--- config.mk ---
export PLATFORM = sky130hd
export DESIGN_NAME = nfcc_top
export DESIGN_NICKNAME = d
export VERILOG_FILES = /design/src/hw/nfcc_pkg.sv /design/src/hw/nfcc_cyc_if.sv /design/src/hw/nfcc_top.sv /design/src/hw/nfcc_bus_cycle.sv
export VERILOG_INCLUDE_DIRS = /design/src /design/src/hw
export SDC_FILE = /design/constraint.sdc
export NUM_CORES = 1
export LEC_CHECK = 0
export ABC_AREA = 1
export BUFFER_PORTS_ARGS = -buffer_cell sky130_fd_sc_hd__buf_2
export CAP_MARGIN = 10
export CORE_MARGIN = 3
export CORE_UTILIZATION = 25
export CTS_CLUSTER_SIZE = 25
export DETAILED_ROUTE_END_ITERATION = 10
export GPL_TIMING_DRIVEN = 0
export PLACE_DENSITY_LB_ADDON = 0.2
export SETUP_SLACK_MARGIN = 0.5
export SYNTH_ARGS = -nofsm -noshare
export SYNTH_HDL_FRONTEND = slang
export SYNTH_HIERARCHICAL = 1
export SYNTH_SLANG_ARGS = --single-unit
--- constraint.sdc ---
create_clock -name i_sys_clk -period 2.1 [get_ports i_sys_clk]
set_clock_uncertainty 0.2 [all_clocks]
set_input_delay 0.42 -clock i_sys_clk [delete_from_list [all_inputs] [get_ports i_sys_clk]]
set_output_delay 0.42 -clock i_sys_clk [all_outputs]
set_load 0.02 [all_outputs]
--- src/hw/nfcc_defines.svh ---
// constants of the flash command controller: register offsets, fields, codes, timing
// assumes inclusion by bare name from the package and modules
`ifndef NFCC_DEFINES_SVH
`define NFCC_DEFINES_SVH

// ======================================================================
// apb register offsets
`define NFCC_CTRL_OFS      12'h000
`define NFCC_ADDR_OFS      12'h004
`define NFCC_WDATA_OFS     12'h008
`define NFCC_STAT_OFS      12'h00C
`define NFCC_RDATA_OFS     12'h010
`define NFCC_DEVSR_OFS     12'h014

// ======================================================================
// ctrl fields
`define NFCC_CTRL_CODE_LSB 0
`define NFCC_CTRL_CODE_W   4
`define NFCC_CTRL_GO_BIT   8
`define NFCC_CTRL_RST_BIT  9

// ======================================================================
// command codes
`define NFCC_CMD_READ_ARRAY  16'h00FF
`define NFCC_CMD_READ_STATUS 16'h0070
`define NFCC_CMD_READ_ID     16'h0090
`define NFCC_CMD_CFI         16'h0098
`define NFCC_CMD_PROG_W      16'h0040
`define NFCC_CMD_PROG_B      16'h0010
`define NFCC_CMD_BUF_PROG    16'h00E8
`define NFCC_CMD_CONFIRM     16'h00D0
`define NFCC_CMD_ERASE       16'h0020
`define NFCC_CMD_SUSPEND     16'h00B0
`define NFCC_CMD_LOCK_SETUP  16'h0060
`define NFCC_CMD_LOCK_CONF   16'h0001
`define NFCC_CMD_ECR_CONF    16'h0004
`define NFCC_CMD_OTP_PROG    16'h00C0
`define NFCC_CMD_CLR_STATUS  16'h0050

// ======================================================================
// device status byte
`define NFCC_SR_RESET        8'h80
`define NFCC_SR_READY_BIT    7

// ======================================================================
// bus timing, in ns, and derived cycles at 40 ns
`define NFCC_CLK_NS          40
`define NFCC_T_PULSE_NS      80
`define NFCC_T_PULSE_CYC     ((`NFCC_T_PULSE_NS + `NFCC_CLK_NS - 1) / `NFCC_CLK_NS)
`define NFCC_T_RST_NS        200
`define NFCC_T_RST_CYC       ((`NFCC_T_RST_NS + `NFCC_CLK_NS - 1) / `NFCC_CLK_NS)

`endif

--- src/hw/nfcc_pkg.sv ---
// types of the flash command controller
// assumes nfcc_defines.svh on the include path
package nfcc_pkg;
  `include "nfcc_defines.svh"

  // ======================================================================
  // software operations
  typedef enum logic [3:0] {
    NFCC_OP_READ_ARRAY, NFCC_OP_READ_STATUS, NFCC_OP_READ_ID, NFCC_OP_CFI,
    NFCC_OP_PROG, NFCC_OP_BUF_PROG, NFCC_OP_ERASE, NFCC_OP_SUSPEND,
    NFCC_OP_RESUME, NFCC_OP_LOCK, NFCC_OP_UNLOCK, NFCC_OP_OTP,
    NFCC_OP_ECR, NFCC_OP_CLR_STATUS, NFCC_OP_READ
  } nfcc_op_e;

  typedef logic [15:0] nfcc_word_t;
endpackage

--- src/hw/nfcc_cyc_if.sv ---
// request and answer lines between sequencer and bus cycle engine
// assumes one clock domain
`timescale 1ns/1ns
interface nfcc_cyc_if;
  logic        req;
  logic        wr;
  logic [23:0] addr;
  logic [15:0] wdata;
  logic        done;
  logic [15:0] rdata;
  modport seq (output req, output wr, output addr, output wdata, input done, input rdata);
  modport eng (input req, input wr, input addr, input wdata, output done, output rdata);
endinterface

--- src/hw/nfcc_top.sv ---
// apb-driven controller that issues command sequences to a parallel nor flash
// assumes apb master on i_sys_clk and flash pins synchronous to i_sys_clk
//
// Contract
// two-cycle commands: setup write then confirm write back to back
// config register load: 0060h then 0004h, value on address both times
// read modes: FFh array, 70h status, 90h identifier, 98h query
// program: 40h or 10h then data; buffered: E8h then D0h
// erase: 20h then D0h in block; suspend B0h; resume D0h
// lock 60h/01h, unlock 60h/D0h at block; otp C0h then offset and data
// clear status: single write of 0050h, any address
// status read returns byte on low lanes, upper byte zero
// device sets status bits; error bits stay until clear status
// status byte is 80h after power-up or reset
// no page-mode reads in status-read mode
// status latched on output enable fall or selecting chip enable edge
// host returns output enable high between status reads
// bit 7 is 0 busy, 1 ready; low bits valid only when ready
// bit 6 erase suspended, bit 2 program suspended
// bits 5:4: success, program, erase, sequence error
// bit 3 set on programming voltage fault, operation aborted
// bit 1 set when program or erase targets a locked block
// clear status also selects status-read mode
// device reset clears status like clear status
// sequence error in erase suspend sets bits 4 and 5, masks erase error
// host clears status before resuming a suspended erase
// status reads and clear status work at any programming voltage
// device latches command on write enable rise or deselecting edge
// starting program or erase switches read mode to status
// bad confirm aborts, sets bits 4 and 5, status-read mode
`timescale 1ns/1ns
module nfcc_top
  import nfcc_pkg::*;
(
  // clock and reset
  input  wire logic        i_sys_clk,
  input  wire logic        i_rst_n,
  // apb slave
  input  wire logic        i_psel,
  input  wire logic        i_penable,
  input  wire logic        i_pwrite,
  input  wire logic [11:0] i_paddr,
  input  wire logic [31:0] i_pwdata,
  output logic [31:0]      o_prdata,
  output logic             o_pready,
  output logic             o_pslverr,
  // flash pins
  output logic             o_ce_n,
  output logic             o_oe_n,
  output logic             o_we_n,
  output logic             o_reset_powerdown_n,
  output logic [23:0]      o_addr,
  output logic [15:0]      o_dq_out,
  output logic             o_dq_oe,
  input  wire logic [15:0] i_dq_in
);
  `include "nfcc_defines.svh"

  // ======================================================================
  // register decode
  function automatic logic hit(input logic [11:0] a, input logic [11:0] ofs);
    hit = (a == ofs);
  endfunction

  // two-word sequence table: setup code, confirm code, flag set when a confirm write follows
  function automatic logic [32:0] seq_of(input nfcc_op_e op, input logic [15:0] wdat);
    case (op)
      NFCC_OP_READ_ARRAY: seq_of = {`NFCC_CMD_READ_ARRAY, 16'h0000, 1'b0};
      NFCC_OP_READ_STATUS: seq_of = {`NFCC_CMD_READ_STATUS, 16'h0000, 1'b0};
      NFCC_OP_READ_ID:    seq_of = {`NFCC_CMD_READ_ID, 16'h0000, 1'b0};
      NFCC_OP_CFI:        seq_of = {`NFCC_CMD_CFI, 16'h0000, 1'b0};
      NFCC_OP_PROG:       seq_of = {`NFCC_CMD_PROG_W, wdat, 1'b1};
      NFCC_OP_BUF_PROG:   seq_of = {`NFCC_CMD_BUF_PROG, `NFCC_CMD_CONFIRM, 1'b1};
      NFCC_OP_ERASE:      seq_of = {`NFCC_CMD_ERASE, `NFCC_CMD_CONFIRM, 1'b1};
      NFCC_OP_SUSPEND:    seq_of = {`NFCC_CMD_SUSPEND, 16'h0000, 1'b0};
      NFCC_OP_RESUME:     seq_of = {`NFCC_CMD_CLR_STATUS, `NFCC_CMD_CONFIRM, 1'b1};
      NFCC_OP_LOCK:       seq_of = {`NFCC_CMD_LOCK_SETUP, `NFCC_CMD_LOCK_CONF, 1'b1};
      NFCC_OP_UNLOCK:     seq_of = {`NFCC_CMD_LOCK_SETUP, `NFCC_CMD_CONFIRM, 1'b1};
      NFCC_OP_OTP:        seq_of = {`NFCC_CMD_OTP_PROG, wdat, 1'b1};
      NFCC_OP_ECR:        seq_of = {`NFCC_CMD_LOCK_SETUP, `NFCC_CMD_ECR_CONF, 1'b1};
      NFCC_OP_CLR_STATUS: seq_of = {`NFCC_CMD_CLR_STATUS, 16'h0000, 1'b0};
      default:            seq_of = {16'h0000, 16'h0000, 1'b0};
    endcase
  endfunction

  // ======================================================================
  // software registers
  logic [3:0]  op_code, next_op_code;
  logic [23:0] addr_reg, next_addr_reg;
  logic [15:0] wdata_reg, next_wdata_reg;
  logic [15:0] rdata_reg, next_rdata_reg;
  logic [7:0]  devsr, next_devsr;
  logic        in_status_mode, next_in_status_mode;

  logic apb_wr;
  logic apb_rd;
  logic go;
  logic busy;
  logic rst_go;

  assign apb_wr = i_psel && i_penable && i_pwrite;
  assign apb_rd = i_psel && i_penable && !i_pwrite;
  assign go     = apb_wr && hit(i_paddr, `NFCC_CTRL_OFS) && i_pwdata[`NFCC_CTRL_GO_BIT] && !busy;
  assign rst_go = apb_wr && hit(i_paddr, `NFCC_CTRL_OFS) && i_pwdata[`NFCC_CTRL_RST_BIT]
                  && !busy;
  assign o_pready  = 1'b1;
  assign o_pslverr = i_psel && i_penable && !(hit(i_paddr, `NFCC_CTRL_OFS)
                     || hit(i_paddr, `NFCC_ADDR_OFS) || hit(i_paddr, `NFCC_WDATA_OFS)
                     || hit(i_paddr, `NFCC_STAT_OFS) || hit(i_paddr, `NFCC_RDATA_OFS)
                     || hit(i_paddr, `NFCC_DEVSR_OFS));

  // ======================================================================
  // sequencer
  typedef enum logic [2:0] {
    NFCC_SQ_IDLE, NFCC_SQ_SETUP, NFCC_SQ_CONFIRM, NFCC_SQ_READ, NFCC_SQ_RESET
  } nfcc_sq_e;
  nfcc_sq_e   sq, next_sq;
  logic [3:0] rcnt, next_rcnt;
  logic [32:0] seq;

  nfcc_cyc_if cyc ();

  assign busy = (sq != NFCC_SQ_IDLE);
  assign seq  = seq_of(nfcc_op_e'(op_code), wdata_reg);

  always_comb begin
    next_sq             = sq;
    next_rcnt           = rcnt;
    next_op_code        = op_code;
    next_addr_reg       = addr_reg;
    next_wdata_reg      = wdata_reg;
    next_rdata_reg      = rdata_reg;
    next_devsr          = devsr;
    next_in_status_mode = in_status_mode;
    cyc.req   = 1'b0;
    cyc.wr    = 1'b1;
    cyc.addr  = addr_reg;
    cyc.wdata = seq[32:17];
    if (apb_wr && !busy) begin
      if (hit(i_paddr, `NFCC_ADDR_OFS)) begin
        next_addr_reg = i_pwdata[23:0];
      end
      if (hit(i_paddr, `NFCC_WDATA_OFS)) begin
        next_wdata_reg = i_pwdata[15:0];
      end
      if (hit(i_paddr, `NFCC_CTRL_OFS)) begin
        next_op_code = i_pwdata[`NFCC_CTRL_CODE_LSB +: `NFCC_CTRL_CODE_W];
      end
    end
    case (sq)
      NFCC_SQ_IDLE: begin
        if (rst_go) begin
          next_sq   = NFCC_SQ_RESET;
          next_rcnt = 4'(`NFCC_T_RST_CYC);
        end else if (go) begin
          if (nfcc_op_e'(i_pwdata[3:0]) == NFCC_OP_READ) begin
            next_sq = NFCC_SQ_READ;
          end else begin
            next_sq = NFCC_SQ_SETUP;
          end
        end
      end
      NFCC_SQ_SETUP: begin
        cyc.req = 1'b1;
        if (cyc.done) begin
          // single-cycle commands end here, two-cycle go straight to confirm, see
          next_sq = seq[0] ? NFCC_SQ_CONFIRM : NFCC_SQ_IDLE;
          case (nfcc_op_e'(op_code))
            NFCC_OP_READ_STATUS, NFCC_OP_CLR_STATUS: next_in_status_mode = 1'b1;
            NFCC_OP_READ_ARRAY, NFCC_OP_READ_ID, NFCC_OP_CFI: next_in_status_mode = 1'b0;
            default: ;
          endcase
        end
      end
      NFCC_SQ_CONFIRM: begin
        cyc.req   = 1'b1;
        cyc.wdata = seq[16:1];
        if (cyc.done) begin
          next_sq = NFCC_SQ_IDLE;
          if (nfcc_op_e'(op_code) != NFCC_OP_ECR) begin
            next_in_status_mode = 1'b1;
          end else begin
            next_in_status_mode = 1'b0;
          end
        end
      end
      NFCC_SQ_READ: begin
        cyc.req = 1'b1;
        cyc.wr  = 1'b0;
        if (cyc.done) begin
          next_sq = NFCC_SQ_IDLE;
          // status byte on low lanes, upper byte zero in status mode, see
          next_rdata_reg = in_status_mode ? {8'h00, cyc.rdata[7:0]} : cyc.rdata;
          if (in_status_mode) begin
            // low bits only meaningful when ready, see
            next_devsr = cyc.rdata[`NFCC_SR_READY_BIT] ? cyc.rdata[7:0] : 8'h00;
          end
        end
      end
      NFCC_SQ_RESET: begin
        if (rcnt == 4'h1) begin
          next_sq             = NFCC_SQ_IDLE;
          next_devsr          = `NFCC_SR_RESET;
          next_in_status_mode = 1'b0;
        end else begin
          next_rcnt = rcnt - 4'h1;
        end
      end
      default: next_sq = NFCC_SQ_IDLE;
    endcase
  end

  always_ff @(posedge i_sys_clk) begin
    if (!i_rst_n) begin
      sq             <= NFCC_SQ_IDLE;
      rcnt           <= 4'h0;
      op_code        <= 4'h0;
      addr_reg       <= 24'h000000;
      wdata_reg      <= 16'h0000;
      rdata_reg      <= 16'h0000;
      devsr          <= `NFCC_SR_RESET;
      in_status_mode <= 1'b0;
    end else begin
      sq             <= next_sq;
      rcnt           <= next_rcnt;
      op_code        <= next_op_code;
      addr_reg       <= next_addr_reg;
      wdata_reg      <= next_wdata_reg;
      rdata_reg      <= next_rdata_reg;
      devsr          <= next_devsr;
      in_status_mode <= next_in_status_mode;
    end
  end

  assign o_reset_powerdown_n = (sq != NFCC_SQ_RESET);

  // ======================================================================
  // apb read data
  always_comb begin
    o_prdata = 32'h00000000;
    if (apb_rd) begin
      if (hit(i_paddr, `NFCC_CTRL_OFS)) begin
        o_prdata = {28'h0000000, op_code};
      end else if (hit(i_paddr, `NFCC_ADDR_OFS)) begin
        o_prdata = {8'h00, addr_reg};
      end else if (hit(i_paddr, `NFCC_WDATA_OFS)) begin
        o_prdata = {16'h0000, wdata_reg};
      end else if (hit(i_paddr, `NFCC_STAT_OFS)) begin
        o_prdata = {30'h00000000, in_status_mode, busy};
      end else if (hit(i_paddr, `NFCC_RDATA_OFS)) begin
        o_prdata = {16'h0000, rdata_reg};
      end else if (hit(i_paddr, `NFCC_DEVSR_OFS)) begin
        o_prdata = {24'h000000, devsr};
      end
    end
  end

  // ======================================================================
  // bus cycle engine
  nfcc_bus_cycle u_cycle (
    .i_sys_clk (i_sys_clk),
    .i_rst_n   (i_rst_n),
    .cyc       (cyc),
    .o_ce_n    (o_ce_n),
    .o_oe_n    (o_oe_n),
    .o_we_n    (o_we_n),
    .o_addr    (o_addr),
    .o_dq_out  (o_dq_out),
    .o_dq_oe   (o_dq_oe),
    .i_dq_in   (i_dq_in)
  );

  // ======================================================================
  // checks
  property p_confirm_follows;
    @(posedge i_sys_clk) disable iff (!i_rst_n)
      (sq == NFCC_SQ_SETUP && cyc.done && seq[0]) |=> (sq == NFCC_SQ_CONFIRM);
  endproperty
  a_confirm_follows: assert property (p_confirm_follows) else $error("no confirm");

  property p_single;
    @(posedge i_sys_clk) disable iff (!i_rst_n)
      (sq == NFCC_SQ_SETUP && cyc.done && !seq[0]) |=> (sq == NFCC_SQ_IDLE);
  endproperty
  a_single: assert property (p_single) else $error("single cycle ran on");

  property p_clr_code;
    @(posedge i_sys_clk) disable iff (!i_rst_n)
      (sq == NFCC_SQ_SETUP && nfcc_op_e'(op_code) == NFCC_OP_CLR_STATUS && !o_we_n)
        |-> (o_dq_out == 16'h0050);
  endproperty
  a_clr_code: assert property (p_clr_code) else $error("clear code wrong");

  property p_erase_conf;
    @(posedge i_sys_clk) disable iff (!i_rst_n)
      (sq == NFCC_SQ_CONFIRM && nfcc_op_e'(op_code) == NFCC_OP_ERASE && !o_we_n)
        |-> (o_dq_out == 16'h00D0);
  endproperty
  a_erase_conf: assert property (p_erase_conf) else $error("erase confirm wrong");

  property p_ecr_addr;
    @(posedge i_sys_clk) disable iff (!i_rst_n)
      (nfcc_op_e'(op_code) == NFCC_OP_ECR && !o_we_n) |-> (o_addr == addr_reg);
  endproperty
  a_ecr_addr: assert property (p_ecr_addr) else $error("config value not on address");

  property p_status_mode;
    @(posedge i_sys_clk) disable iff (!i_rst_n)
      (sq == NFCC_SQ_CONFIRM && cyc.done && nfcc_op_e'(op_code) == NFCC_OP_ERASE)
        |=> in_status_mode;
  endproperty
  a_status_mode: assert property (p_status_mode) else $error("not in status mode");

  property p_rst_len;
    @(posedge i_sys_clk) disable iff (!i_rst_n)
      $fell(o_reset_powerdown_n) |-> !o_reset_powerdown_n [*5] ##1 o_reset_powerdown_n;
  endproperty
  a_rst_len: assert property (p_rst_len) else $error("reset pulse length wrong");

  property p_rst_sr;
    @(posedge i_sys_clk) disable iff (!i_rst_n)
      $rose(o_reset_powerdown_n) |-> (devsr == 8'h80) && !in_status_mode;
  endproperty
  a_rst_sr: assert property (p_rst_sr) else $error("status not 80h after reset");
endmodule

--- src/hw/nfcc_bus_cycle.sv ---
// one asynchronous read or write cycle on the flash pins
// assumes flash pins synchronous to i_sys_clk
`timescale 1ns/1ns
module nfcc_bus_cycle
  import nfcc_pkg::*;
(
  // clock and reset
  input  wire logic  i_sys_clk,
  input  wire logic  i_rst_n,
  // cycle request
  nfcc_cyc_if.eng    cyc,
  // flash pins
  output logic       o_ce_n,
  output logic       o_oe_n,
  output logic       o_we_n,
  output logic [23:0] o_addr,
  output logic [15:0] o_dq_out,
  output logic       o_dq_oe,
  input  wire logic [15:0] i_dq_in
);
  `include "nfcc_defines.svh"

  // ======================================================================
  // cycle state
  typedef enum logic [1:0] {NFCC_BC_IDLE, NFCC_BC_ACT, NFCC_BC_REC} nfcc_bc_e;
  nfcc_bc_e   st, next_st;
  logic [3:0] cnt, next_cnt;
  logic [15:0] rd, next_rd;
  logic       wr, next_wr;
  logic [23:0] ad, next_ad;
  logic [15:0] wd, next_wd;

  always_comb begin
    next_st  = st;
    next_cnt = cnt;
    next_rd  = rd;
    next_wr  = wr;
    next_ad  = ad;
    next_wd  = wd;
    case (st)
      NFCC_BC_IDLE: begin
        if (cyc.req) begin
          next_st  = NFCC_BC_ACT;
          next_cnt = 4'(`NFCC_T_PULSE_CYC);
          next_wr  = cyc.wr;
          next_ad  = cyc.addr;
          next_wd  = cyc.wdata;
        end
      end
      NFCC_BC_ACT: begin
        if (cnt == 4'h1) begin
          // strobes rise here: device latches write on we rising, see
          next_st = NFCC_BC_REC;
          if (!wr) begin
            next_rd = i_dq_in;
          end
        end else begin
          next_cnt = cnt - 4'h1;
        end
      end
      NFCC_BC_REC: begin
        // ce and oe return high between cycles so status latch refreshes, see
        next_st = NFCC_BC_IDLE;
      end
      default: next_st = NFCC_BC_IDLE;
    endcase
  end

  always_ff @(posedge i_sys_clk) begin
    if (!i_rst_n) begin
      st  <= NFCC_BC_IDLE;
      cnt <= 4'h0;
      rd  <= 16'h0000;
      wr  <= 1'b0;
      ad  <= 24'h000000;
      wd  <= 16'h0000;
    end else begin
      st  <= next_st;
      cnt <= next_cnt;
      rd  <= next_rd;
      wr  <= next_wr;
      ad  <= next_ad;
      wd  <= next_wd;
    end
  end

  assign o_ce_n    = (st != NFCC_BC_ACT);
  assign o_oe_n    = !(st == NFCC_BC_ACT && !wr);
  assign o_we_n    = !(st == NFCC_BC_ACT && wr);
  assign o_addr    = ad;
  assign o_dq_out  = wd;
  assign o_dq_oe   = (st == NFCC_BC_ACT) && wr;
  assign cyc.done  = (st == NFCC_BC_REC);
  assign cyc.rdata = rd;

  // ======================================================================
  // checks
  property p_recover;
    @(posedge i_sys_clk) disable iff (!i_rst_n)
      $rose(o_ce_n) |-> o_ce_n && o_oe_n && o_we_n;
  endproperty
  a_recover: assert property (p_recover) else $error("strobes not high after cycle");

  property p_pulse;
    @(posedge i_sys_clk) disable iff (!i_rst_n)
      $fell(o_ce_n) |-> !o_ce_n [*2] ##1 o_ce_n;
  endproperty
  a_pulse: assert property (p_pulse) else $error("strobe pulse width wrong");
endmodule

Yosys cells after proc, flatten, opt, wreduce, memory -nomap -nowiden
Index checks and enable logic that the tools add are counted.
{"block": "word_totals", "reg_bits": 139, "in_bits": 65, "mem_count": 0, "mem_bits_rw": 0, "out_inout_bits": 79, "latchBits": 0, "word_cells": 148, "romBits": 0}
{"block": "classes", "addsub": 2, "n_reduce_logical": 48, "n_lt_le_gt_ge": 0, "n_eq_ne": 43, "mux": 40, "n_bitwise": 1, "mul": 0, "shift": 0, "div": 0}
{"operator": "25-bit one-hot mux with 14 select lines", "count": 1}
{"operator": "16-bit 2-to-1 mux", "count": 5}
{"operator": "24-bit 2-to-1 mux", "count": 3}
{"operator": "8-bit 2-to-1 mux", "count": 5}
{"operator": "4-bit == test (second input constant)", "count": 7}
{"operator": "12-bit by 4-bit == test with 1-bit output (second input constant)", "count": 2}
{"operator": "12-bit by 5-bit == test with 1-bit output (second input constant)", "count": 2}
{"operator": "2-bit != test (second input constant)", "count": 9}
{"operator": "4-bit by 3-bit == test with 1-bit output (second input constant)", "count": 4}
{"operator": "4-bit 2-to-1 mux", "count": 4}
{"operator": "4-bit one-hot mux with 2 select lines", "count": 2}
{"operator": "8-bit one-hot mux with 2 select lines", "count": 1}
{"operator": "3-bit 2-to-1 mux", "count": 5}
{"operator": "12-bit by 3-bit == test with 1-bit output (second input constant)", "count": 1}
{"operator": "4-bit by 1-bit == test with 1-bit output (second input constant)", "count": 3}
{"operator": "1-bit logical AND", "count": 12}
{"operator": "12-bit logical NOT", "count": 1}
{"operator": "3-bit one-hot mux with 4 select lines", "count": 1}
{"operator": "2-bit AND reduction", "count": 6}
{"operator": "3-bit != test (second input constant)", "count": 3}
{"operator": "3-bit AND reduction", "count": 3}
{"operator": "4-bit by 2-bit == test with 1-bit output (second input constant)", "count": 2}
{"operator": "2-bit 2-to-1 mux", "count": 4}
{"operator": "4-bit AND reduction", "count": 2}
{"operator": "other kinds (23)", "count": 46}

Depth between registers and ports, before layout
Gate-level depths: netlist of run 1.
{"block": "logic_depth", "word_depth": 8, "depth_mapped": 10, "mapped_depth_nobuf": 10}

Modules after synthesis
The synthesis of run 1 kept the hierarchy.
{"mod": "nfcc_top", "instances": 1, "area_each_um2": 4167.7, "seq_area_each_um2": 1521.5, "cells_per_inst": 611}
{"mod": "nfcc_bus_cycle", "instances": 1, "area_each_um2": 2284.7, "seq_area_each_um2": 1261.2, "cells_per_inst": 292}

Least setup slack after synthesis of run 1
No wires, ideal clock.
{"block": "synth_timing", "kind": "input-to-output", "start": "in i_paddr[9]", "end": "out o_pslverr", "path_slack_ps": -207, "t_arrival_ps": 1687, "stages": 7, "required_time_ps": 1480, "n_path_buf": 1, "path_cell_list": "nor2_1 nand2_2 nor2_4 nand2_2 buf_2 nand4_1 nor4_1"}
{"block": "synth_via", "elab_chain_cells": 8, "elab_cells_between_ends": 13, "cone_classes": "eq/ne (5); reduce/logical (8)"}
{"element": "from (decl)", "line_no": "nfcc_top.sv:42", "source": "input wire logic [11:0] i_paddr,"}
{"element": "12-bit by 3-bit == test with 1-bit output or 12-bit logical NOT (tied branches)", "line_no": "nfcc_top.sv:62", "source": "hit = (a == ofs);"}
{"element": "1-bit logical OR (4 in series)", "line_no": "nfcc_top.sv:107", "source": "assign o_pslverr = i_psel && i_penable && !(hit(i_paddr, `NFCC_CTRL_OFS)"}
{"element": "1-bit logical OR *", "line_no": "nfcc_top.sv:107"}
{"element": "1-bit logical NOT *", "line_no": "nfcc_top.sv:107"}
{"element": "1-bit logical AND *", "line_no": "nfcc_top.sv:107"}
{"element": "to (decl)", "line_no": "nfcc_top.sv:46", "source": "output logic o_pslverr,"}
Every way passes the cells marked *; elsewhere a longest branch is shown, timed or not.

Worst setup path in the final report of run 1
{"block": "layout_timing", "start": "in i_paddr[1]", "end": "out o_prdata[0]"}
{"block": "layout_via", "elab_chain_cells": 8, "elab_cells_between_ends": 13, "cone_classes": "eq/ne (5); mux (7); reduce/logical (1)"}
{"element": "12-bit by 5-bit == test with 1-bit output", "line_no": "nfcc_top.sv:62"}
{"element": "8-bit 2-to-1 mux", "line_no": "nfcc_top.sv:252", "source": "end else if (hit(i_paddr, `NFCC_DEVSR_OFS)) begin"}
{"element": "16-bit 2-to-1 mux", "line_no": "nfcc_top.sv:250", "source": "end else if (hit(i_paddr, `NFCC_RDATA_OFS)) begin"}
{"element": "16-bit 2-to-1 mux", "line_no": "nfcc_top.sv:248", "source": "end else if (hit(i_paddr, `NFCC_STAT_OFS)) begin"}
{"element": "16-bit 2-to-1 mux", "line_no": "nfcc_top.sv:246", "source": "end else if (hit(i_paddr, `NFCC_WDATA_OFS)) begin"}
{"element": "24-bit 2-to-1 mux", "line_no": "nfcc_top.sv:244", "source": "end else if (hit(i_paddr, `NFCC_ADDR_OFS)) begin"}
{"element": "24-bit 2-to-1 mux *", "line_no": "nfcc_top.sv:242", "source": "if (hit(i_paddr, `NFCC_CTRL_OFS)) begin"}
{"element": "24-bit 2-to-1 mux *", "line_no": "nfcc_top.sv:241", "source": "if (apb_rd) begin"}
{"element": "to (decl)", "line_no": "nfcc_top.sv:44", "source": "output logic [31:0] o_prdata,"}
Marked as above.

==> metrics.md, run 1 <==
| Metric | Value |
|---|---|
| Reg-to-reg critical path startpoint | `u_cycle/st[1]` |
| Cell area reported after detailed placement | `7795 µm²` |
| Number of top-level pins | `144` |
| Category of the critical setup timing path | `primary input to output pin` |
| Final design instance area without fill | `11,380 µm²` |
| Cell types with the largest area share after synthesis | `dfxtp_1 43%, o21ai_0 11%, nor2_1 11%, a21oi_1 6.8%, inv_1 5.7%` |
| Clock tree sinks | `139` |
| Clock Path Buffers | `2` |
| Clk pin slew, worst setup/hold paths | `60 ps` |
| Failing checks | `setup timing` |
| Inserted Diodes | `0` |
| Initial antenna violation count | `1` |
| Maximum vdd ir drop | `446.4 µV` |
| Synth top cells by count | `188 x nor2_1, 144 x o21ai_0, 139 x dfxtp_1` |
| Nets | `1,221` |
| Count of port buffers added during placement | `125` |
| Horiz. Die Dim | `166.7 µm` |
| Overall global routing resource usage | `17.37%` |
| Storage cell area | `2809 µm²` |
| P&R area growth vs syn | `76.40%` |
| Max transition margin | `42.91%` |
| Count of fill cells added during filler insertion | `2,488` |
| Root Buffer Master | `clkbuf_16` |
| H-tree levels | `4` |
| Part of the power in combinational logic | `25.6%` |
| Multi-input combinational cell area | `4564 µm²` |
| Most frequent cell after synthesis | `nor2_1` |
| Critical-path cell list | `buf_6 -> nor2_4 -> nand2_2 -> nor2_4 -> buf_6 -> nand2_8 -> buf_6 -> o21ai_2 -> nand3b_1 -> nand2_2 -> inv_2 -> buf_6` |
| CTS tree | `yes` |
| Most common flop cell mapped by yosys | `dfxtp_1` |
| Clock group share of total power | `38.2%` |
| Overflow after GRT | `0` |
| Fraction of layout cells with a size suffix above 1 | `53.22%` |
| Cell area power density | `736.2 nW/µm²` |
| Net switching fraction of the power | `32.46%` |
| Sequential group share of total power | `36.2%` |
| Most prevalent standard cell on the critical path | `buf_6` |
| Gate family responsible for the most delay along the worst path | `simple AND/OR/NAND/NOR gates` |
| Post-detailed-route DRC marker count | `0` |
| Final critical delay including setup and external delays | `2414 ps` |
| Vias post-DR | `6,994` |
| Pin count of the biggest net entering global routing | `17` |
| Total iterations of the first detailed-routing run | `5` |
| Crit-path slowest cell | `nor2_4` |
| Endpoint type of the worst setup path | `output pin` |
| Arrival time of data at the critical path endpoint | `1790 ps` |
| Post-synth EDFFs | `0` |
| Required time worst endpoint | `1480 ps` |
| Achievable Freq | `414.2 MHz` |
| Setup crit start | `i_paddr[1]` |
| Post-synthesis sequential area ratio | `43.13%` |
| Routed wirelength normalized by instance count | `17.40 µm` |
| Count of distinct cell types in the synthesized netlist | `42` |
| Vias in the first global route | `6,752` |
| Util after Layout | `45.07%` |
| Number of placement rows | `58` |
| RSZ-0062 raised after global routing | `true` |
| Final number of max-transition violations | `0` |
| Crit path buffers/inverters | `5` |
| Floorplan die height | `166.7 µm` |
| Number of hold-slack violations in the final timing report | `0` |
| Worst Hold Margin | `20.57 ps` |
| Net switching power of the design | `2.720 mW` |
| Startpoint type of the worst setup path | `primary input` |
| Effective utilization at floorplan | `25.55%` |
| DRT iter0 DRCs | `375` |
| DP HPWL | `17,220 µm` |
| Count of max-cap constraint violations | `0` |
| Total leakage power | `4.573 nW` |
| Proportion of netlist area held by the largest area contributor | `43.13%` |
| Number of warnings issued by yosys | `6` |
| Core outline area | `25,250 µm²` |
| Worst setup slack after layout | `-314.2 ps` |
| Maximum single-stage delay on the critical path | `230 ps` |
| Outcome | `finished with violations` |
| Number of clock buffers inserted by TritonCTS | `17` |
| Later-pin clock latency in the skew report | `430 ps` |
| Total power after layout | `8.380 mW` |
| Global-route wire length before repair | `37,610 µm` |
| Mapped Cells | `903` |
| Number of setup violations in the final report | `25` |
| Async set-reset flop share out of synthesis | `0%` |
| Min-Delay Path Class | `primary input to flip-flop` |
| Top fanout value on the critical path | `6` |
| Synthesis-stage register bit count | `139` |
| Post-route antenna net violation count | `0` |
| Worst-Margin Slew | `856.4 ps` |
| Area enclosed by the die boundary | `27,770 µm²` |
| Cell taking the most area after synthesis | `dfxtp_1` |
| DR vias/cell | `4.678` |
| Final Cycle Share | `115.0%` |
| Total Routed Length | `26,010 µm` |
| Syn avg cell area | `7.146 µm²` |
| Internal power | `5.660 mW` |
| Critical hold path startpoint | `i_dq_in[8]` |
| Final weighted congestion in routability-driven placement | `0.8644` |
| Total standard cell area after synthesis | `6452 µm²` |
-- power by group through the flow --
stage               Clock [mW]  Sequential, mW  Combinational, mW
floorplan                    0            3.23              0.664
global placement             0            3.04               1.31
detailed placement           0            3.04               1.32
CTS                       3.25            2.99               1.54
global route              3.38            3.06               2.30
finish                    3.20            3.03               2.14
-- per-layer routing --
metal  part of all wire (%)  wire (µm)  global-route usage [%]
met5                  0.035          9                       0
met3                    5.1       1322                   4.415
met2                     48      12460                   28.78
met1                     45      11630                   22.24
met4                    2.2        584                   5.524
-- logic make-up after synthesis --
| family | count (synthesis) | share of synthesized area [%] |
|---|---|---|
| adder cells (fa/ha/maj) | 4 | 0.7757 |
| other | 2 | 0.1164 |
| buffers and inverters | 158 | 10.99 |
| AND/OR/NAND/NOR | 328 | 22.78 |
| XOR/XNOR | 2 | 0.2715 |
| AO/OA/AOI/OAI | 270 | 21.93 |
| flip-flops | 139 | 43.13 |
-- path summary, 6_finish.rpt --
kind | cells past startpoint | to | slack [ps]
setup / recovery | 12 | o_prdata[0] | -310
hold / removal | 3 | u_cycle/cyc.rdata[8] | 20
setup reg to reg | 10 | devsr[0] | 220
hold reg to reg | 2 | rdata_reg[5] | 260
-- area by class of cell --
cell class,count,area share [%]
Multi-Input combinational cell,616,40.10
Sequential cell,139,24.68
Clock inverter,14,1.605
Timing Repair Buffer,220,17.36
Inverter,108,4.089
Tap cell,330,3.628
Buffer,50,4.771
Clock buffer,18,3.770
-- per-stage QoR --
step / setup slack [ps] / std cells / TNS (ps)
after floorplan: -5.309 / 910 / -5.309
after global placement: -611.8 / 1365 / -10960
after detailed placement: -607.7 / 1365 / -11020
after CTS: -311.0 / 1458 / -6430
after global routing: -396.3 / 1495 / -8290
final: -314.2 / 1495 / -6342
-- timing repair --
item / CTS / global route
hold buffers: 0 / 0
gates cloned: 7 / 9
resized for setup: 409 / 253
pin swaps: 89 / 101
endpoints found under the setup margin: 151 / 176
buffers inserted: 54 / 28
-- placed cells by master (no fill, tap or decap), types with 5 or more instances in the layout --
cell type	count
nor3_1	5
clkbuf_2	6
clkbuf_1	9
buf_6	74
nand2_8	8
inv_4	12
o21ai_4	14
dfxtp_1	126
nor2_2	22
nand2_4	14
a211oi_2	8
nor3_4	12
conb_1	9
nand3_2	5
a21oi_1	33
inv_1	78
a21oi_2	50
nand3_4	6
buf_2	87
inv_2	14
o21ai_1	59
dfxtp_2	9
inv_6	5
nand3_1	16
buf_8	14
clkbuf_16	24
o21ai_2	63
nor2_4	50
nor2_1	128
nand2_1	36
buf_12	13
clkinvlp_4	5
buf_4	55
nand2_2	14
a21oi_4	5
nand4_1	6
o21ai_0	29
-- worst min-delay path: cells and delay by family --
kind                   cells  cell delay, ps
AOI/OAI and AO/OA          1              60
buffers and inverters      1              70
and+or+nand+nor            1              70
(Power assumes the default switching activity.)
==> run 2: changes to the inputs <==
Settings changed: SETUP_SLACK_MARGIN 0.5 to 0.05.
==> run 2 against run 1 <==
Sequential cell count unchanged; highest routed layer unchanged; critical path type unchanged; power fell by 12%; maximum frequency up 0.69%; the flow still finishes with violations (setup timing).
==> metrics.md, run 2 (synthesis results as in run 1) <==
| Metric | Value |
|---|---|
| Outcome | `finished with violations` |
| Failing checks | `setup timing` |
| Arrival time of data at the critical path endpoint | `1780 ps (about the same)` |
| Final weighted congestion in routability-driven placement | `0.8229 (-4.8%)` |
| Number of hold-slack violations in the final timing report | `0 (unchanged)` |
| Most used cells in the layout excluding fill and tap cells | `169 x nor2_1, 136 x dfxtp_1, 125 x o21ai_0` |
| Endpoint type of the worst setup path | `output pin` |
| Count of port buffers added during placement | `125 (unchanged)` |
| Number of clock buffers inserted by TritonCTS | `17 (unchanged)` |
| Nets | `1,152 (-5.7%)` |
| CTS tree | `yes` |
| DP HPWL | `17,200 µm (-0.11%)` |
| Filler-free cell count of the finished design | `1,426 (-4.6%)` |
| P&R area growth vs syn | `44.06%` |
| DRT iter0 DRCs | `452 (+21%)` |
| Required time worst endpoint | `1480 ps (about the same)` |
| Overflow after GRT | `0 (unchanged)` |
| Clock tree sinks | `139 (unchanged)` |
| Total iterations of the first detailed-routing run | `4 (-1)` |
| Number of setup violations in the final report | `25 (unchanged)` |
| Fraction of layout cells with a size suffix above 1 | `30.99% (-22 points)` |
| Floorplan die height | `166.7 µm (unchanged)` |
| Vias post-DR | `6,449 (-7.8%)` |
| Final number of max-transition violations | `0 (unchanged)` |
| Count of max-cap constraint violations | `0 (unchanged)` |
| Initial antenna violation count | `4 (+3)` |
| Final Cycle Share | `114.2% (-0.79 points)` |
| Worst-Margin Slew | `731.6 ps (-124.8 ps)` |
| Later-pin clock latency in the skew report | `420 ps (about the same)` |
| Util after Layout | `36.81% (-8.3 points)` |
| Final critical delay including setup and external delays | `2398 ps (-16.56 ps)` |
| Most frequent standard cell in the layout excluding fill and tap cells | `nor2_1` |
| Global-route wire length before repair | `34,680 µm (-7.8%)` |
| Routed wirelength normalized by instance count | `15.96 µm (-8.2%)` |
| DR vias/cell | `4.522 (-3.3%)` |
| Core outline area | `25,250 µm² (unchanged)` |
| Min-Delay Path Class | `primary input to flip-flop` |
| Area enclosed by the die boundary | `27,770 µm² (unchanged)` |
| Post-route antenna net violation count | `0 (unchanged)` |
| Number of placement rows | `58 (unchanged)` |
| Top fanout value on the critical path | `5 (-1)` |
| Worst setup slack after layout | `-297.7 ps (+16.56 ps)` |
| RSZ-0062 raised after global routing | `true` |
| Number of top-level pins | `144 (unchanged)` |
| Achievable Freq | `417.1 MHz (+0.69%)` |
| H-tree levels | `4 (unchanged)` |
| Max transition margin | `51.23% (+8.3 points)` |
| Maximum vdd ir drop | `391.5 µV (-12%)` |
| Pin count of the biggest net entering global routing | `17 (unchanged)` |
| Cell area reported after detailed placement | `7715 µm² (-1.0%)` |
| Final design instance area without fill | `9295 µm² (-18%)` |
| Clock Path Buffers | `2 (unchanged)` |
| Clk pin slew, worst setup/hold paths | `60 ps (about the same)` |
| Worst setup timing slack at the placement stage | `-596.3 ps (+11.42 ps)` |
| Total leakage power | `3.806 nW (-17%)` |
| Category of the critical setup timing path | `primary input to output pin` |
| Startpoint type of the worst setup path | `primary input` |
| Total Routed Length | `22,770 µm (-12%)` |
| Overall global routing resource usage | `16.11% (-1.3 points)` |
| Vias in the first global route | `6,154 (-8.9%)` |
| Cell area power density | `796.8 nW/µm² (+8.2%)` |
| DP Cell Count | `1,365 (unchanged)` |
| Effective utilization at floorplan | `25.55% (unchanged)` |
| Post-detailed-route DRC marker count | `0 (unchanged)` |
| Horiz. Die Dim | `166.7 µm (unchanged)` |
| Root Buffer Master | `clkbuf_16` |
[run 2: changes by cell type in the layout (fill, tap and decap cells not counted), sizes merged]
cell / before / now
bufinv: 3 / 2
inv: 111 / 109
diode: 0 / 2
nand3: 27 / 25
clkbuf: 41 / 43
buf: 247 / 181
clkinvlp: 5 / 3
[run 2: stage by stage]
stage | setup TNS [ps] | power, mW | hold slack [ps]
after global routing | -7304 | 7.756 | 33.60
final | -5453 | 7.406 | 28.95
after detailed placement | -12180 | 4.355 | 248.3
after CTS | -5473 | 7.464 | 19.80
after floorplan | -5.309 | 3.890 | 224.5
after global placement | -11940 | 4.341 | 245.6
[run 2: final timing paths]
check | from | end | slack, ps | cells past startpoint
max | i_paddr[10] | o_prdata[3] | -300 | 10
max reg2reg | op_code[1] | u_cycle/o_dq_out[1] | 210 | 8
min | i_dq_in[5] | u_cycle/cyc.rdata[5] | 30 | 3
min reg2reg | addr_reg[14] | addr_reg[14] | 260 | 2
[run 2: critical path, cell delays in order]
cell and delay [ps]:
buf_6 100, nor2_4 110, nand2_4 100, nor2_4 200, nand2_4 140, buf_6 160, o21ai_4 130, nor3_2 60
nor2_2 200, buf_6 150
[run 2: area by class of cell]
cell class                 instances  area [µm²]
antenna                            2       5.005
buffer                            50       379.1
clock buffer                      21       480.5
clock inverter                     9       113.9
fill                            2713       15960
inverter                         108       420.4
multi-input combinational        614        3573
sequential                       139        2789
tap                              330       412.9
timing repair buffer             153        1121
[run 2: layer usage]
metal,vias up,wire length [µm],track usage (%)
met3,28,1053,3.964
met1,2969,10700,21.40
met2,156,10620,25.76
li1,3292,-,-
met5,-,31,0
met4,4,362,5.308
[run 2: what timing repair did]
item,in CTS,in global routing
setup endpoints to repair,29,45
buffers inserted,18,9
resized for setup,126,61
pin swaps,27,24
hold buffers,0,0
gates cloned,1,1
[run 2: report_power, final]
part           internal [mW]  switching, mW  leakage, nW  total, mW
Sequential              2.86          0.124         1.12       2.98
Combinational          0.468          0.904         2.40       1.37
Clock                   1.87           1.19        0.284       3.05
==> run 3: changes to the inputs <==
Settings changed: PLACE_DENSITY set to 0.55, PLACE_DENSITY_LB_ADDON 0.2 to not set.
==> run 3 against run 2 <==
The run still ends with setup timing left; sequential cell count unchanged; wire length grew 1.2%; global-route usage is 0.11 points lower; largest cell class unchanged; combinational power barely moved; die area is the same; critical path depth increased by 1; maximum frequency fell by 1.8%; power grew 2.6%; critical endpoint unchanged; count of clock-buffer cells in the layout decreased by 1.
==> metrics.md, run 3 (synthesis results as in run 1) <==
| Metric | Value |
|---|---|
| Achievable Freq | `409.5 MHz (-1.8%)` |
| Failing checks | `setup timing` |
| Startpoint type of the worst setup path | `primary input` |
| Worst reg-to-reg path cell count | `9 (+1)` |
| Arrival time of data at the critical path endpoint | `1820 ps (+40 ps)` |
| Floorplan die height | `166.7 µm (unchanged)` |
| Endpoint type of the worst setup path | `output pin` |
| Total leakage power | `3.910 nW (+2.7%)` |
| Final number of max-transition violations | `0 (unchanged)` |
| Maximum vdd ir drop | `589.8 µV (+51%)` |
| Clock Path Buffers | `2 (unchanged)` |
| DR vias/cell | `4.618 (+2.1%)` |
| DP Cell Count | `1,365 (unchanged)` |
| Number of clock buffers inserted by TritonCTS | `17 (unchanged)` |
| CTS tree | `yes` |
| RSZ-0062 raised after global routing | `true` |
| Total Routed Length | `23,040 µm (+1.2%)` |
| Count of port buffers added during placement | `125 (unchanged)` |
| Overall global routing resource usage | `16.00% (-0.11 points)` |
| Worst setup slack after layout | `-342.1 ps (-44.45 ps)` |
| Overflow after GRT | `0 (unchanged)` |
| Clk pin slew, worst setup/hold paths | `60 ps (about the same)` |
| Category of the critical setup timing path | `primary input to output pin` |
| Nets | `1,161 (+0.78%)` |
| Later-pin clock latency in the skew report | `430 ps (about the same)` |
| Post-route antenna net violation count | `0 (unchanged)` |
| Post-detailed-route DRC marker count | `0 (unchanged)` |
| Critical hold path startpoint | `i_dq_in[5]` |
| DRT iter0 DRCs | `355 (-21%)` |
| Worst-Margin Slew | `714.4 ps (-17.21 ps)` |
| Pin count of the biggest net entering global routing | `17 (unchanged)` |
| Most frequent standard cell in the layout excluding fill and tap cells | `nor2_1` |
| Top fanout value on the critical path | `8 (+3)` |
| Total iterations of the first detailed-routing run | `5 (+1)` |
| Worst Hold Path EP | `u_cycle/cyc.rdata[5]` |
| Vias in the first global route | `6,337 (+3.0%)` |
| Max transition margin | `52.37% (+1.1 points)` |
| Final weighted congestion in routability-driven placement | `0.8833 (+7.3%)` |
| Total power after layout | `7.596 mW (+2.6%)` |
| Most used cells in the layout excluding fill and tap cells | `168 x nor2_1, 136 x dfxtp_1, 118 x o21ai_0` |
| Number of top-level pins | `144 (unchanged)` |
| Required time worst endpoint | `1480 ps (about the same)` |
| DP HPWL | `16,970 µm (-1.3%)` |
| Filler-free cell count of the finished design | `1,436 (+0.70%)` |
| Global-route wire length before repair | `34,960 µm (+0.80%)` |
| Effective utilization at floorplan | `25.55% (unchanged)` |
| H-tree levels | `4 (unchanged)` |
| P&R area growth vs syn | `47.28%` |
| Final critical delay including setup and external delays | `2442 ps (+44.45 ps)` |
| Routed wirelength normalized by instance count | `16.05 µm (+0.51%)` |
| Slack of the worst reg-to-reg path | `220 ps (about the same)` |
| Core outline area | `25,250 µm² (unchanged)` |
| Setup crit start | `i_paddr[1]` |
| Number of placement rows | `58 (unchanged)` |
| Horiz. Die Dim | `166.7 µm (unchanged)` |
| Capture point of the worst reg-to-reg path | `devsr[5]` |
| Number of cells on the worst hold path | `3 (unchanged)` |
| Clock tree sinks | `139 (unchanged)` |
| Number of hold-slack violations in the final timing report | `0 (unchanged)` |
| Initial antenna violation count | `4 (unchanged)` |
| Count of max-cap constraint violations | `0 (unchanged)` |
| Min-Delay Path Class | `primary input to flip-flop` |
| Vias post-DR | `6,632 (+2.8%)` |
| Number of setup violations in the final report | `25 (unchanged)` |
| Worst setup timing slack at the placement stage | `-528.3 ps (+68.01 ps)` |
| Area enclosed by the die boundary | `27,770 µm² (unchanged)` |
| Reg-to-reg critical path startpoint | `u_cycle/st[1]` |
| Cell area power density | `799.3 nW/µm² (+0.32%)` |
| Outcome | `finished with violations` |
| Final Cycle Share | `116.3% (+2.1 points)` |
| Fraction of layout cells with a size suffix above 1 | `32.94% (+2.0 points)` |
| Root Buffer Master | `clkbuf_16` |
-- run 3: metal layers --
layer | wire length [µm] | global-route usage (%) | up-vias | part of all wire [%]
li1 | - | - | 3328 | -
met1 | 10630 | 21.28 | 3073 | 46
met2 | 10440 | 25.16 | 197 | 45
met3 | 1490 | 4.581 | 28 | 6.5
met4 | 439 | 5.129 | 6 | 1.9
met5 | 36 | 0 | - | 0.16
-- run 3: worst max path at each step --
| stage | end | depth (start not counted) |
|---|---|---|
| after floorplan | o_prdata[5] | 9 |
| after global placement | o_prdata[15] | 10 |
| after detailed placement | o_prdata[15] | 10 |
| after CTS | o_prdata[12] | 11 |
| after global routing | o_prdata[1] | 13 |
| final | o_prdata[3] | 11 |
-- run 3: repair_timing --
item | 4_1_cts | 5_1_grt
buffers inserted | 23 | 16
hold buffers | 0 | 0
cloned | 2 | 0
gates resized for setup | 112 | 119
pin swaps | 14 | 39
setup endpoints to repair | 31 | 42
endpoints found under the hold margin | 0 | 0
-- run 3: power breakdown --
group	switching, mW	internal, mW
clock	1.24	1.98
sequential	0.124	2.86
combinational	0.918	0.478
total	2.29	5.31
-- run 3: cell type report --
cell class	count	area [µm²]
fill	2629	15750
multi-input combinational	614	3647
sequential	139	2786
timing repair buffer	163	1251
clock buffer	20	466.7
inverter	108	422.9
tap	330	412.9
buffer	49	351.6
clock inverter	12	161.4
antenna	1	2.502
-- run 3: critical path: stages --
cell and delay (ps):
buf_6 90, nor2_4 150, buf_6 120, nand3_4 70, nor2_4 150, nand2_4 110, buf_12 170, o21ai_4 140
nor3_2 60, nor2_2 170, buf_6 150
-- run 3: through the flow --
step	setup TNS, ps	util, %	area [µm²]	hold slack, ps
after floorplan	-5.309	-	6676	224.5
after global placement	-10790	30.55	7715	243.3
after detailed placement	-11550	30.55	7715	245.3
after CTS	-6601	35.52	8970	18.62
after global routing	-7962	37.63	9503	23.76
final	-6214	37.63	9503	22.63
